==> src/include/exec_pkg.sv <==
// Shared constants and types of the flow-control and bit-operation executor
package exec_pkg;

	////////////////////////////////////////////////////////////////////////
	// Register map of the plain software port
	localparam logic [3:0] ADDR_CMD     = 4'h0;
	localparam logic [3:0] ADDR_OPR     = 4'h1;
	localparam logic [3:0] ADDR_OPB     = 4'h2;
	localparam logic [3:0] ADDR_TARGET  = 4'h3;
	localparam logic [3:0] ADDR_PC      = 4'h4;
	localparam logic [3:0] ADDR_STATUS  = 4'h5;
	localparam logic [3:0] ADDR_ZPTR    = 4'h6;
	localparam logic [3:0] ADDR_SP      = 4'h7;
	localparam logic [3:0] ADDR_REGADDR = 4'h8;
	localparam logic [3:0] ADDR_REGDATA = 4'h9;
	localparam logic [3:0] ADDR_CYCLES  = 4'hA;

	// Field positions
	localparam int unsigned CMD_OP_LSB       = 0;
	localparam int unsigned CMD_TWO_WORD_BIT = 5;
	localparam int unsigned CMD_BUSY_BIT     = 8;
	localparam int unsigned CMD_ERR_BIT      = 9;
	localparam int unsigned OPR_DST_LSB      = 0;
	localparam int unsigned OPR_SRC_LSB      = 5;
	localparam int unsigned OPB_BIT_LSB      = 0;
	localparam int unsigned OPB_IO_LSB       = 3;
	localparam int unsigned OPB_K_LSB        = 8;

	// Status register bit positions
	localparam int unsigned FLG_C = 0;
	localparam int unsigned FLG_Z = 1;
	localparam int unsigned FLG_N = 2;
	localparam int unsigned FLG_V = 3;
	localparam int unsigned FLG_S = 4;
	localparam int unsigned FLG_H = 5;
	localparam int unsigned FLG_T = 6;
	localparam int unsigned FLG_I = 7;

	// Values after reset
	localparam logic [15:0] RST_PC   = 16'h0000;
	localparam logic [15:0] RST_Z    = 16'h0000;
	localparam logic [7:0]  RST_STATUS_REGISTER = 8'h00;
	localparam logic [5:0]  RST_SP   = 6'h3F;

	// Operand store: registers, I/O space, byte stack
	localparam int          MEM_DEPTH = 128;
	localparam int          MEM_AW    = 7;
	localparam int          DATA_W    = 8;
	localparam logic [6:0]  GPR_BASE  = 7'h00;
	localparam logic [6:0]  IO_BASE   = 7'h20;
	localparam logic [6:0]  STK_BASE  = 7'h40;
	localparam logic [5:0]  SP_ONE    = 6'h01;
	localparam logic [5:0]  SP_TWO    = 6'h02;

	// Program counter steps, in words
	localparam logic [15:0] PC_STEP      = 16'h0001;
	localparam logic [15:0] PC_SKIP_ONE  = 16'h0002;
	localparam logic [15:0] PC_SKIP_TWO  = 16'h0003;
	localparam logic [15:0] PC_CALL_WRDS = 16'h0002;

	// Cycle counts
	localparam logic [2:0] CYC_ONE           = 3'h1;
	localparam logic [2:0] CYC_TAKEN         = 3'h2;
	localparam logic [2:0] CYC_SKIP_ONE      = 3'h2;
	localparam logic [2:0] CYC_SKIP_TWO      = 3'h3;
	localparam logic [2:0] CYC_IO_BIT        = 3'h2;
	localparam logic [2:0] CYC_INDIRECT_CALL = 3'h3;
	localparam logic [2:0] CYC_DIRECT_CALL   = 3'h4;
	localparam logic [2:0] CYC_RETURN        = 3'h4;

	localparam logic [4:0] OP_COUNT = 5'h1D;

	typedef enum logic [4:0] {
		OP_INDIRECT_CALL, OP_DIRECT_CALL, OP_SUB_RETURN, OP_INT_RETURN,
		OP_CMP_SKIP_EQ, OP_CMP_IMM, OP_SKIP_REG_CLR, OP_SKIP_REG_SET,
		OP_SKIP_IO_CLR, OP_SKIP_IO_SET, OP_BRANCH_FLAG_SET,
		OP_BRANCH_FLAG_CLR, OP_BRANCH_SIGNED_GE, OP_BRANCH_SIGNED_LT,
		OP_BRANCH_HALF_SET, OP_BRANCH_HALF_CLR, OP_BRANCH_OVF_SET,
		OP_BRANCH_OVF_CLR, OP_BRANCH_IRQ_EN, OP_BRANCH_IRQ_DIS,
		OP_IO_BIT_SET, OP_IO_BIT_CLR, OP_ROTATE_LEFT, OP_ROTATE_RIGHT,
		OP_NIBBLE_SWAP, OP_BIT_TO_TFLAG, OP_TFLAG_TO_BIT,
		OP_STATUS_SET, OP_STATUS_CLR
	} op_e;

	typedef enum logic [1:0] {ST_IDLE, ST_FETCH, ST_EXEC, ST_HOLD} state_e;

endpackage

==> src/rtl/exec_regmem.sv <==
// Operand store: one write port, two registered read ports
`timescale 1ns/10ps
module exec_regmem (
	// Clock
	input  wire logic                         clk,
	// Write port
	input  wire logic                         we,
	input  wire logic [exec_pkg::MEM_AW-1:0]  waddr,
	input  wire logic [exec_pkg::DATA_W-1:0]  wdata,
	// Read ports
	input  wire logic [exec_pkg::MEM_AW-1:0]  raddr_a,
	input  wire logic [exec_pkg::MEM_AW-1:0]  raddr_b,
	output logic      [exec_pkg::DATA_W-1:0]  rdata_a,
	output logic      [exec_pkg::DATA_W-1:0]  rdata_b
);
	import exec_pkg::*;

	typedef struct packed {
		logic [DATA_W-1:0] qa;
		logic [DATA_W-1:0] qb;
	} rd_s;

	logic [DATA_W-1:0] mem [MEM_DEPTH];
	rd_s               rd_ff;
	rd_s               nxt_rd;

	// Read during write returns the old byte
	always_comb begin
		nxt_rd.qa = mem[raddr_a];
		nxt_rd.qb = mem[raddr_b];
	end

	always_ff @(posedge clk) begin
		rd_ff <= nxt_rd;
		if (we) begin
			mem[waddr] <= wdata;
		end
	end

	assign rdata_a = rd_ff.qa;
	assign rdata_b = rd_ff.qb;

endmodule

==> src/rtl/flow_bit_exec.sv <==
// Executor for flow-control, skip, branch and bit operations
`timescale 1ns/10ps
module flow_bit_exec (
	// Clock and reset
	input  wire logic        clk,
	input  wire logic        rst_n,
	// Register port
	input  wire logic [3:0]  addr,
	input  wire logic [15:0] wdata,
	input  wire logic        wr_en,
	input  wire logic        rd_en,
	output logic      [15:0] rdata,
	// Execution state
	output logic             busy,
	output logic             done,
	output logic      [15:0] pc_out,
	output logic      [7:0]  status_out
);
	import exec_pkg::*;

	////////////////////////////////////////////////////////////////////////
	// State

	typedef struct packed {
		state_e      st;
		op_e         op;
		logic        two_word;
		logic [4:0]  dst;
		logic [4:0]  src;
		logic [2:0]  bsel;
		logic [4:0]  ioa;
		logic [7:0]  kimm;
		logic [15:0] target;
		logic [15:0] pc;
		logic [7:0]  status_register;
		logic [15:0] z;
		logic [5:0]  sp;
		logic [6:0]  regaddr;
		logic [6:0]  a_addr;
		logic [6:0]  b_addr;
		logic [2:0]  cnt;
		logic [2:0]  cycles;
		logic        push_hi;
		logic [7:0]  ret_hi;
		logic [15:0] rdata;
		logic        busy;
		logic        done;
		logic        err;
	} exec_s;

	localparam exec_s RST_VAL = '{
		st:      ST_IDLE,
		op:      OP_INDIRECT_CALL,
		pc:      RST_PC,
		status_register:    RST_STATUS_REGISTER,
		z:       RST_Z,
		sp:      RST_SP,
		default: '0
	};

	exec_s             state_ff;
	exec_s             nxt_state;

	logic              mem_we;
	logic [MEM_AW-1:0] mem_waddr;
	logic [DATA_W-1:0] mem_wdata;
	logic [MEM_AW-1:0] mem_raddr_a;
	logic [DATA_W-1:0] mem_qa;
	logic [DATA_W-1:0] mem_qb;

	////////////////////////////////////////////////////////////////////////
	// Operand store

	// Idle: port A serves software reads of the store
	assign mem_raddr_a = (state_ff.st == ST_IDLE) ? state_ff.regaddr
	                                              : state_ff.a_addr;

	exec_regmem u_regmem (
		.clk     (clk),
		.we      (mem_we),
		.waddr   (mem_waddr),
		.wdata   (mem_wdata),
		.raddr_a (mem_raddr_a),
		.raddr_b (state_ff.b_addr),
		.rdata_a (mem_qa),
		.rdata_b (mem_qb)
	);

	////////////////////////////////////////////////////////////////////////
	// Next state

	always_comb begin
		logic [15:0] rd_val;
		logic [15:0] ret_pc;
		logic [15:0] koff;
		logic [7:0]  res;
		logic [8:0]  diff;
		logic [2:0]  cyc;
		logic        take;
		logic        skip;
		op_e         new_op;
		rd_val    = '0;
		ret_pc    = state_ff.pc + PC_STEP;
		koff      = {{9{state_ff.target[6]}}, state_ff.target[6:0]};
		res       = mem_qa;
		diff      = {1'b0, mem_qa} - {1'b0, state_ff.kimm};
		cyc       = CYC_ONE;
		take      = 1'b0;
		skip      = 1'b0;
		new_op    = op_e'(wdata[CMD_OP_LSB +: 5]);
		nxt_state = state_ff;
		nxt_state.done  = 1'b0;
		nxt_state.rdata = '0;
		mem_we    = 1'b0;
		mem_waddr = state_ff.regaddr;
		mem_wdata = wdata[7:0];

		// Register reads, answered in the next cycle
		if (rd_en) begin
			case (addr)
				ADDR_CMD: begin
					rd_val[CMD_OP_LSB +: 5]   = state_ff.op;
					rd_val[CMD_TWO_WORD_BIT]  = state_ff.two_word;
					rd_val[CMD_BUSY_BIT]      = state_ff.busy;
					rd_val[CMD_ERR_BIT]       = state_ff.err;
				end
				ADDR_OPR: begin
					rd_val[OPR_DST_LSB +: 5] = state_ff.dst;
					rd_val[OPR_SRC_LSB +: 5] = state_ff.src;
				end
				ADDR_OPB: begin
					rd_val[OPB_BIT_LSB +: 3] = state_ff.bsel;
					rd_val[OPB_IO_LSB +: 5]  = state_ff.ioa;
					rd_val[OPB_K_LSB +: 8]   = state_ff.kimm;
				end
				ADDR_TARGET:  rd_val = state_ff.target;
				ADDR_PC:      rd_val = state_ff.pc;
				ADDR_STATUS:  rd_val[7:0] = state_ff.status_register;
				ADDR_ZPTR:    rd_val = state_ff.z;
				ADDR_SP:      rd_val[5:0] = state_ff.sp;
				ADDR_REGADDR: rd_val[6:0] = state_ff.regaddr;
				ADDR_REGDATA: rd_val[7:0] = mem_qa;
				ADDR_CYCLES:  rd_val[2:0] = state_ff.cycles;
				default:      rd_val = '0;
			endcase
			nxt_state.rdata = rd_val;
		end

		unique case (state_ff.st)
			ST_IDLE: begin
				// Writes while busy are dropped to keep operands stable
				if (wr_en) begin
					case (addr)
						ADDR_CMD: begin
							if (wdata[CMD_OP_LSB +: 5] >= OP_COUNT) begin
								nxt_state.err = 1'b1;
							end else begin
								nxt_state.op       = new_op;
								nxt_state.two_word = wdata[CMD_TWO_WORD_BIT];
								nxt_state.err      = 1'b0;
								nxt_state.busy     = 1'b1;
								nxt_state.st       = ST_FETCH;
								nxt_state.a_addr   = GPR_BASE |
									{2'b00, state_ff.dst};
								nxt_state.b_addr   = GPR_BASE |
									{2'b00, state_ff.src};
								case (new_op)
									OP_SKIP_IO_CLR, OP_SKIP_IO_SET,
									OP_IO_BIT_SET, OP_IO_BIT_CLR: begin
										nxt_state.a_addr = IO_BASE |
											{2'b00, state_ff.ioa};
									end
									OP_SUB_RETURN, OP_INT_RETURN: begin
										nxt_state.a_addr = STK_BASE |
											{1'b0, state_ff.sp + SP_ONE};
										nxt_state.b_addr = STK_BASE |
											{1'b0, state_ff.sp + SP_TWO};
									end
									default: begin
									end
								endcase
							end
						end
						ADDR_OPR: begin
							nxt_state.dst = wdata[OPR_DST_LSB +: 5];
							nxt_state.src = wdata[OPR_SRC_LSB +: 5];
						end
						ADDR_OPB: begin
							nxt_state.bsel = wdata[OPB_BIT_LSB +: 3];
							nxt_state.ioa  = wdata[OPB_IO_LSB +: 5];
							nxt_state.kimm = wdata[OPB_K_LSB +: 8];
						end
						ADDR_TARGET:  nxt_state.target  = wdata;
						ADDR_PC:      nxt_state.pc      = wdata;
						ADDR_STATUS:  nxt_state.status_register    = wdata[7:0];
						ADDR_ZPTR:    nxt_state.z       = wdata;
						ADDR_SP:      nxt_state.sp      = wdata[5:0];
						ADDR_REGADDR: nxt_state.regaddr = wdata[6:0];
						ADDR_REGDATA: mem_we = 1'b1;
						default: begin
						end
					endcase
				end
			end

			// Operand bytes appear one cycle after their address
			ST_FETCH: nxt_state.st = ST_EXEC;

			ST_EXEC: begin
				nxt_state.pc = state_ff.pc + PC_STEP;
				unique case (state_ff.op)
					OP_INDIRECT_CALL, OP_DIRECT_CALL: begin
						// Low byte now, high byte in the next cycle
						if (state_ff.op == OP_DIRECT_CALL) begin
							ret_pc       = state_ff.pc + PC_CALL_WRDS;
							nxt_state.pc = state_ff.target;
							cyc          = CYC_DIRECT_CALL;
						end else begin
							nxt_state.pc = state_ff.z;
							cyc          = CYC_INDIRECT_CALL;
						end
						mem_we            = 1'b1;
						mem_waddr         = STK_BASE | {1'b0, state_ff.sp};
						mem_wdata         = ret_pc[7:0];
						nxt_state.ret_hi  = ret_pc[15:8];
						nxt_state.push_hi = 1'b1;
					end
					OP_SUB_RETURN, OP_INT_RETURN: begin
						nxt_state.pc = {mem_qa, mem_qb};
						nxt_state.sp = state_ff.sp + SP_TWO;
						cyc          = CYC_RETURN;
						if (state_ff.op == OP_INT_RETURN) begin
							nxt_state.status_register[FLG_I] = 1'b1;
						end
					end
					OP_CMP_SKIP_EQ:  skip = (mem_qa == mem_qb);
					OP_CMP_IMM: begin
						nxt_state.status_register[FLG_Z] = (diff[7:0] == 8'h00);
						nxt_state.status_register[FLG_N] = diff[7];
						nxt_state.status_register[FLG_C] = diff[8];
						nxt_state.status_register[FLG_V] =
							(mem_qa[7] & ~state_ff.kimm[7] & ~diff[7]) |
							(~mem_qa[7] & state_ff.kimm[7] & diff[7]);
						nxt_state.status_register[FLG_H] =
							(~mem_qa[3] & state_ff.kimm[3]) |
							(state_ff.kimm[3] & diff[3]) |
							(diff[3] & ~mem_qa[3]);
					end
					OP_SKIP_REG_CLR: skip = ~mem_qa[state_ff.bsel];
					OP_SKIP_REG_SET: skip = mem_qa[state_ff.bsel];
					OP_SKIP_IO_CLR:  skip = ~mem_qa[state_ff.bsel];
					OP_SKIP_IO_SET:  skip = mem_qa[state_ff.bsel];
					OP_BRANCH_FLAG_SET:
						take = state_ff.status_register[state_ff.bsel];
					OP_BRANCH_FLAG_CLR:
						take = ~state_ff.status_register[state_ff.bsel];
					OP_BRANCH_SIGNED_GE: take = ~(state_ff.status_register[FLG_N] ^
						state_ff.status_register[FLG_V]);
					OP_BRANCH_SIGNED_LT: take = state_ff.status_register[FLG_N] ^
						state_ff.status_register[FLG_V];
					OP_BRANCH_HALF_SET:  take = state_ff.status_register[FLG_H];
					OP_BRANCH_HALF_CLR:  take = ~state_ff.status_register[FLG_H];
					OP_BRANCH_OVF_SET:   take = state_ff.status_register[FLG_V];
					OP_BRANCH_OVF_CLR:   take = ~state_ff.status_register[FLG_V];
					OP_BRANCH_IRQ_EN:    take = state_ff.status_register[FLG_I];
					OP_BRANCH_IRQ_DIS:   take = ~state_ff.status_register[FLG_I];
					OP_IO_BIT_SET, OP_IO_BIT_CLR: begin
						// Read-modify-write of one bit keeps its neighbours
						res[state_ff.bsel] = (state_ff.op == OP_IO_BIT_SET);
						mem_we    = 1'b1;
						mem_waddr = state_ff.a_addr;
						mem_wdata = res;
						cyc       = CYC_IO_BIT;
					end
					OP_ROTATE_LEFT, OP_ROTATE_RIGHT: begin
						if (state_ff.op == OP_ROTATE_LEFT) begin
							res = {mem_qa[6:0], state_ff.status_register[FLG_C]};
							nxt_state.status_register[FLG_C] = mem_qa[7];
						end else begin
							res = {state_ff.status_register[FLG_C], mem_qa[7:1]};
							nxt_state.status_register[FLG_C] = mem_qa[0];
						end
						nxt_state.status_register[FLG_Z] = (res == 8'h00);
						nxt_state.status_register[FLG_N] = res[7];
						nxt_state.status_register[FLG_V] = res[7] ^
							nxt_state.status_register[FLG_C];
						mem_we    = 1'b1;
						mem_waddr = state_ff.a_addr;
						mem_wdata = res;
					end
					OP_NIBBLE_SWAP: begin
						mem_we    = 1'b1;
						mem_waddr = state_ff.a_addr;
						mem_wdata = {mem_qa[3:0], mem_qa[7:4]};
					end
					OP_BIT_TO_TFLAG:
						nxt_state.status_register[FLG_T] = mem_qa[state_ff.bsel];
					OP_TFLAG_TO_BIT: begin
						res[state_ff.bsel] = state_ff.status_register[FLG_T];
						mem_we    = 1'b1;
						mem_waddr = state_ff.a_addr;
						mem_wdata = res;
					end
					OP_STATUS_SET:
						nxt_state.status_register[state_ff.bsel] = 1'b1;
					OP_STATUS_CLR:
						nxt_state.status_register[state_ff.bsel] = 1'b0;
				endcase
				if (skip) begin
					nxt_state.pc = state_ff.pc + (state_ff.two_word ?
						PC_SKIP_TWO : PC_SKIP_ONE);
					cyc = state_ff.two_word ? CYC_SKIP_TWO
					                        : CYC_SKIP_ONE;
				end
				if (take) begin
					nxt_state.pc = state_ff.pc + koff + PC_STEP;
					cyc          = CYC_TAKEN;
				end
				nxt_state.cycles = cyc;
				if (cyc == CYC_ONE) begin
					nxt_state.st   = ST_IDLE;
					nxt_state.busy = 1'b0;
					nxt_state.done = 1'b1;
				end else begin
					nxt_state.cnt = cyc - CYC_ONE;
					nxt_state.st  = ST_HOLD;
				end
			end

			ST_HOLD: begin
				if (state_ff.push_hi) begin
					mem_we            = 1'b1;
					mem_waddr         = STK_BASE |
						{1'b0, state_ff.sp - SP_ONE};
					mem_wdata         = state_ff.ret_hi;
					nxt_state.sp      = state_ff.sp - SP_TWO;
					nxt_state.push_hi = 1'b0;
				end
				// Pads the instruction out to its cycle count
				if (state_ff.cnt == CYC_ONE) begin
					nxt_state.st   = ST_IDLE;
					nxt_state.busy = 1'b0;
					nxt_state.done = 1'b1;
				end else begin
					nxt_state.cnt = state_ff.cnt - CYC_ONE;
				end
			end
		endcase
	end

	////////////////////////////////////////////////////////////////////////
	// Registers

	always_ff @(posedge clk) begin
		if (!rst_n) begin
			state_ff <= RST_VAL;
		end else begin
			state_ff <= nxt_state;
		end
	end

	assign rdata      = state_ff.rdata;
	assign busy       = state_ff.busy;
	assign done       = state_ff.done;
	assign pc_out     = state_ff.pc;
	assign status_out = state_ff.status_register;

endmodule

==> config.mk <==
export PLATFORM = sky130hd
export DESIGN_NAME = flow_bit_exec
export DESIGN_NICKNAME = d
export VERILOG_FILES = /design/src/include/exec_pkg.sv /design/src/rtl/exec_regmem.sv /design/src/rtl/flow_bit_exec.sv
export SDC_FILE = /design/constraint.sdc
export NUM_CORES = 2
export LEC_CHECK = 0
export ABC_CLOCK_PERIOD_IN_PS = 6500
export BUFFER_PORTS_ARGS = -buffer_cell sky130_fd_sc_hd__buf_4
export CORE_ASPECT_RATIO = 1.4
export CORE_MARGIN = 4
export CORE_UTILIZATION = 35
export DETAILED_ROUTE_END_ITERATION = 7
export PLACE_DENSITY = 0.59
export SLEW_MARGIN = 20
export SYNTH_ARGS = -nofsm -noshare
export SYNTH_HDL_FRONTEND = slang
export SYNTH_SLANG_ARGS = --single-unit
==> constraint.sdc <==
create_clock -name clk -period 6.5 [get_ports clk]
set_clock_uncertainty 0.2 [all_clocks]
set_input_delay 1.625 -clock clk [delete_from_list [all_inputs] [get_ports clk]]
set_output_delay 1.625 -clock clk [all_outputs]
set_load 0.005 [all_outputs]
### After elaboration in Yosys (flattened, before gate mapping)

Memories as Yosys holds them, arrays and structs flattened. A register that Yosys moved wholly into a read port is not among the register bits.
Cells that the tools add are included.

* add/sub/neg operators: 12
* $lt $le $gt $ge: 3
* eq/ne operators: 69
* multiplexer cells: 91
* bitwise logic cells: 26
* reductions and logical operators: 39

Operators by type and width (count)
* two-way mux 16 bit: 8
* two-way mux 117 bit: 1
* equality test 5 bit, second input constant: 15
* two-way mux 8 bit: 7
* equality test 5 x 4 -> 1 bit, second input constant: 10
* case mux 24 bit (2 select lines): 1
* case mux 7 bit (2 select lines): 3
* case mux 8 bit (5 select lines): 1
* case mux 3 bit (11 select lines): 1
* adder 16 x 1 -> 16 bit, second input constant: 2
* case mux 16 bit (2 select lines): 1
* case mux 3 bit (10 select lines): 1
* two-way mux 14 bit: 2
* two-way mux 7 bit: 4
* case mux 6 bit (4 select lines): 1
* AND reduction 3 bit: 8
* AND reduction 4 bit: 6
* two-way mux 1 bit: 21
* equality test 5 x 2 -> 1 bit, second input constant: 4
* equality test 5 x 3 -> 1 bit, second input constant: 4
* two-way mux 3 bit: 6
* two-way mux 6 bit: 3
* case mux 1 bit (3 select lines): 6
* case mux 6 bit (3 select lines): 1
* other kinds (64): 123

* flip-flop bits (word level): 151
* bits in writable memories: 1024
* memories: 1

Memories
* u_regmem.mem: words 128, bits a word 8, rd ports 2, clocked after Yosys merged registers in 2, wr ports 1, line exec_regmem.sv:23 `logic [DATA_W-1:0] mem [MEM_DEPTH];`

### Depth between registers and ports, before layout

* word-level depth: 11
* mapped depth: 15
* gate-level depth less buffers: 13

### Modules after synthesis

Synthesis repeated with hierarchy kept, for this count alone.

* cell total of the unflattened synthesis: 3664
* area total of the unflattened synthesis: 59751.1 um2

By module, submodules not included
* exec_regmem: instances 1, cells an instance 2063, area an instance 47828.4 um2, sequential area each 31069.8 um2
* flow_bit_exec: instances 1, cells an instance 1601, area an instance 11922.7 um2, sequential area each 3022.9 um2

### Worst setup path after synthesis

Ideal clock, no wire load.

* path kind: in2reg
* start: input port wdata[3]
* end: memory u_regmem.mem[0][3] (data pin)
* library setup time: 0.892 ns
* arrival: 5.599 ns
* data required time: 5.408 ns
* setup slack: -0.191 ns
* cell stages on the path: 5
* buffers on the path: 1
* cell sequence: clkbuf_1 -> mux2i_1 -> nand2_1 -> o41ai_1 -> a21oi_1

* longest elaborated chain between the ends: 2
* elaborated cells between the ends (all ways): 3
* classes of those cells: 3 x mux

RTL lines
* start: declaration: line flow_bit_exec.sv:9 `input wire logic [15:0] wdata,`
* case mux 8 bit (5 select lines) / two-way mux 8 bit (equally long branches): line flow_bit_exec.sv:211, flow_bit_exec.sv:331
* case mux 8 bit (2 select lines) *: line flow_bit_exec.sv:149 `unique case (state_ff.st)`
* net mem_wdata[3]: line flow_bit_exec.sv:66 `logic [DATA_W-1:0] mem_wdata;`
* end: declaration: line exec_regmem.sv:23

The timed path passes the listed nets; every way through them passes the cells marked *.

### Final worst setup path

* start: register state_ff[148] (netlist name)
* end: memory u_regmem.mem[71][5] (enable)

* longest elaborated chain between the ends: 6
* elaborated cells between the ends (all ways): 17
* classes of those cells: 7 x eq/ne; 6 x mux; 4 x reduce/logical

RTL lines
* start: declaration: line flow_bit_exec.sv:61 `exec_s state_ff;`
* start signal: assignment: line flow_bit_exec.sv:358 `state_ff <= nxt_state;`
* equality test 5 x 1 -> 1 bit (tied with other cells): line flow_bit_exec.sv:211 `unique case (state_ff.op)`
* OR reduction 8 bit (no source line)
* two-way mux 1 bit: line flow_bit_exec.sv:211
* case mux 1 bit (3 select lines): line flow_bit_exec.sv:149
* two-way mux 1 bit: line exec_regmem.sv:35 `if (we) begin`
* two-way mux 1 bit (implied by the code): line exec_regmem.sv:36 `mem[waddr] <= wdata;`

Several ways; a longest one is shown, not always the timed one.

==> reports/results.txt <==
outcome - complete, no violations
Antenna Nets Post-Route - 0
Die H - 497 µm
DRT Pass-1 Iters - 6
Final min period - 4.99 ns
first-pass GRT wire length - 285 mm
RSZ-0062 raised after global routing - false
buffers added on ports - 65
vias in the first global route - 37500
clock slew at reported path FFs - 0.06 ns
final setup vio count - 0
Post-CTS Hold Buffers - 0
Synth async-reset ratio - 0
initial antenna violation count - 5
H-tree levels - 3
initial core utilization - 0.352
Fin. Hold Viols - 0
via count - 38200
num rows - 179
r2r worst-path depth - 7
Fillers - 15600
Hold WC Path Type - flop to flop
post-synth top area share - 0.515
Netlist cell types - 91
max-cap viol count - 0
worst-path cell chain - nor4_4 > or2_1 > o21ai_2 > a22oi_2 > nand3_1 > buf_4 > nor2_1
Critical Setup Path Class - flop to flop
Power Density - 245 mW/mm²
Clock Path Buffers - 3
TritonCTS clock tree - done
ranking of synthesized cells by area - edfxtp_1, mux4_2, dfxtp_1
Mean Syn Cell Area - 15.3 µm²
Routed WL - 203 mm
Cell Area, Synth - 0.0597 mm²
hold-critical path depth - 2
Reg area - 0.0341 mm²
sequential share of the synthesized area - 0.571
Critical Path RT - 6.67 ns
most common cell in the netlist - edfxtp_1
f_max - 0.201 GHz
Slew HR - 0.198
clock sink count - 1191
Commonest cells post-synth - edfxtp_1, mux4_2, nand2_1, nor2_1, clkbuf_1
leak pwr - 20.5 nW
setup TNS - 0 ns
HPWL after DPL - 141 mm
gpl congestion - 0.977
Crit Path Max Fanout - 17
DR WL/cell - 32.7 µm
Clock Latency Late Sink - 0.78 ns
synth warn - 0
vias per inst - 6.16
gr ovfl total - 0
Synth Net Count - 3977
Worst-Margin Slew - 1.20 ns
die area - 0.177 mm²
post-synthesis cell count - 3913
VDD IR max - 245 µV
Critical Path AT - 5.15 ns
post-CTS sizing - 0
CP Launch Type - flop
multi-input logic area - 0.0241 mm²
Post-synth top flop - edfxtp_1
Slowest-stage cell, CP - nor4_4
Initial DRC Count - 4498
endpoint class of the critical path - flop
# IOs - 66
NumNets Final - 3899
number of enable-type register cells in the synthesized netlist - 1024
period utilisation layout - 0.767
register bit total from synthesis - 1191
Tot GR Track Use - 0.223
# Post-CTS Setup Buffers - 0
Syn-to-layout area delta - 11.5%
max incr delay on CP - 0.93 ns
Pins Over Slew Limit - 0
total CTS buffers - 112
CTS root buffer - clkbuf_16
layout cells sized above 1 - 0.257
largest area contributor in the netlist - edfxtp_1
core area - 0.170 mm²
die width - 357 µm
power consumption - 16.3 mW
Remaining DRCs - 0
largest net degree at the start of global routing - 129
==> state kept, by name (all words and copies together) (netlist names), named ones only <==
name,flops
pc_out,16
state_ff,109
u_regmem.mem,1024
done,1
status_out,7
busy,1
u_regmem.rdata_a,8
rdata,16
u_regmem.rdata_b,8
==> per-stage QoR <==
step	cells	hold WS, ns	utilization	worst slack [ns]	instance area [µm²]
CTS	6195	0.271	0.392	1.65	66600
finish	6198	0.271	0.392	1.51	66600
global route	6195	0.285	0.392	1.38	66600
global placement	5982	0.255	0.369	1.45	62700
floorplan	3913	0.236	-	1.61	59700
detailed placement	5983	0.263	0.369	1.41	62700
==> cell type report <==
cell class / instances / area share
Tap cell: 2262 / 0.0425
Inverter: 35 / 0.00199
Clock inverter: 87 / 0.0146
Clock buffer: 125 / 0.0436
Timing Repair Buffer: 160 / 0.0236
Antenna cell: 3 / 0.000113
Sequential cell: 1191 / 0.512
Multi-Input combinational cell: 2335 / 0.361
==> critical path, delay by kind of cell (launching register included) <==
family          cells  cell delay, ns
simple gates        4            2.67
compound gates      2            0.67
flops               1            0.52
buf+inv             1            0.49
==> per-layer routing <==
metal / up-vias / track usage / share of wire
met5: - / 0 / 0.000074
li1: 15600 / - / -
met1: 19900 / 0.261 / 0.35
met4: 2 / 0.147 / 0.078
met3: 506 / 0.0364 / 0.075
met2: 2165 / 0.380 / 0.50
==> power breakdown <==
group          internal (mW)  leakage, nW  switching [mW]
Combinational          0.326         8.07           0.683
Sequential              8.36         10.6          0.0676
Clock                   3.79         1.85            3.11
==> cells in the final DEF (no fill, tap or decap), drive strengths merged, types with 11 or more instances in the layout <==
cell type / count
a211oi: 24
a21oi: 158
a221oi: 15
a22oi: 37
a31oi: 25
a32oi: 69
and2: 14
buf: 160
bufinv: 13
clkbuf: 125
clkinv: 52
clkinvlp: 17
dfxtp: 167
edfxtp: 1024
ha: 37
inv: 40
mux2: 13
mux2i: 147
mux4: 596
nand2: 395
nand2b: 25
nand3: 49
nand4: 24
nor2: 284
nor2b: 15
nor3: 32
nor3b: 14
o211ai: 28
o21ai: 103
o221ai: 11
o22ai: 12
or2: 11
or3: 17
xnor2: 35
xor2: 34
==> final timing paths <==
check                startpoint             endpoint  slack, ns
setup / recovery  state_ff[148]  u_regmem.mem[71][5]       1.51
setup reg to reg  state_ff[148]  u_regmem.mem[71][5]       1.51
hold reg to reg     state_ff[0]          state_ff[0]       0.27
hold / removal      state_ff[0]          state_ff[0]       0.27
==> logic make-up after synthesis <==
group                    Yosys count  share of synthesized area
XOR/XNOR                          69                     0.0101
buffers and inverters            387                     0.0291
flip-flops                      1191                      0.571
AO/OA/AOI/OAI                    558                     0.0627
multiplexers                     756                      0.252
AND/OR/NAND/NOR                  912                     0.0669
adder cells (fa/ha/maj)           40                    0.00875
No activity file was read; power rests on OpenSTA's default activity.
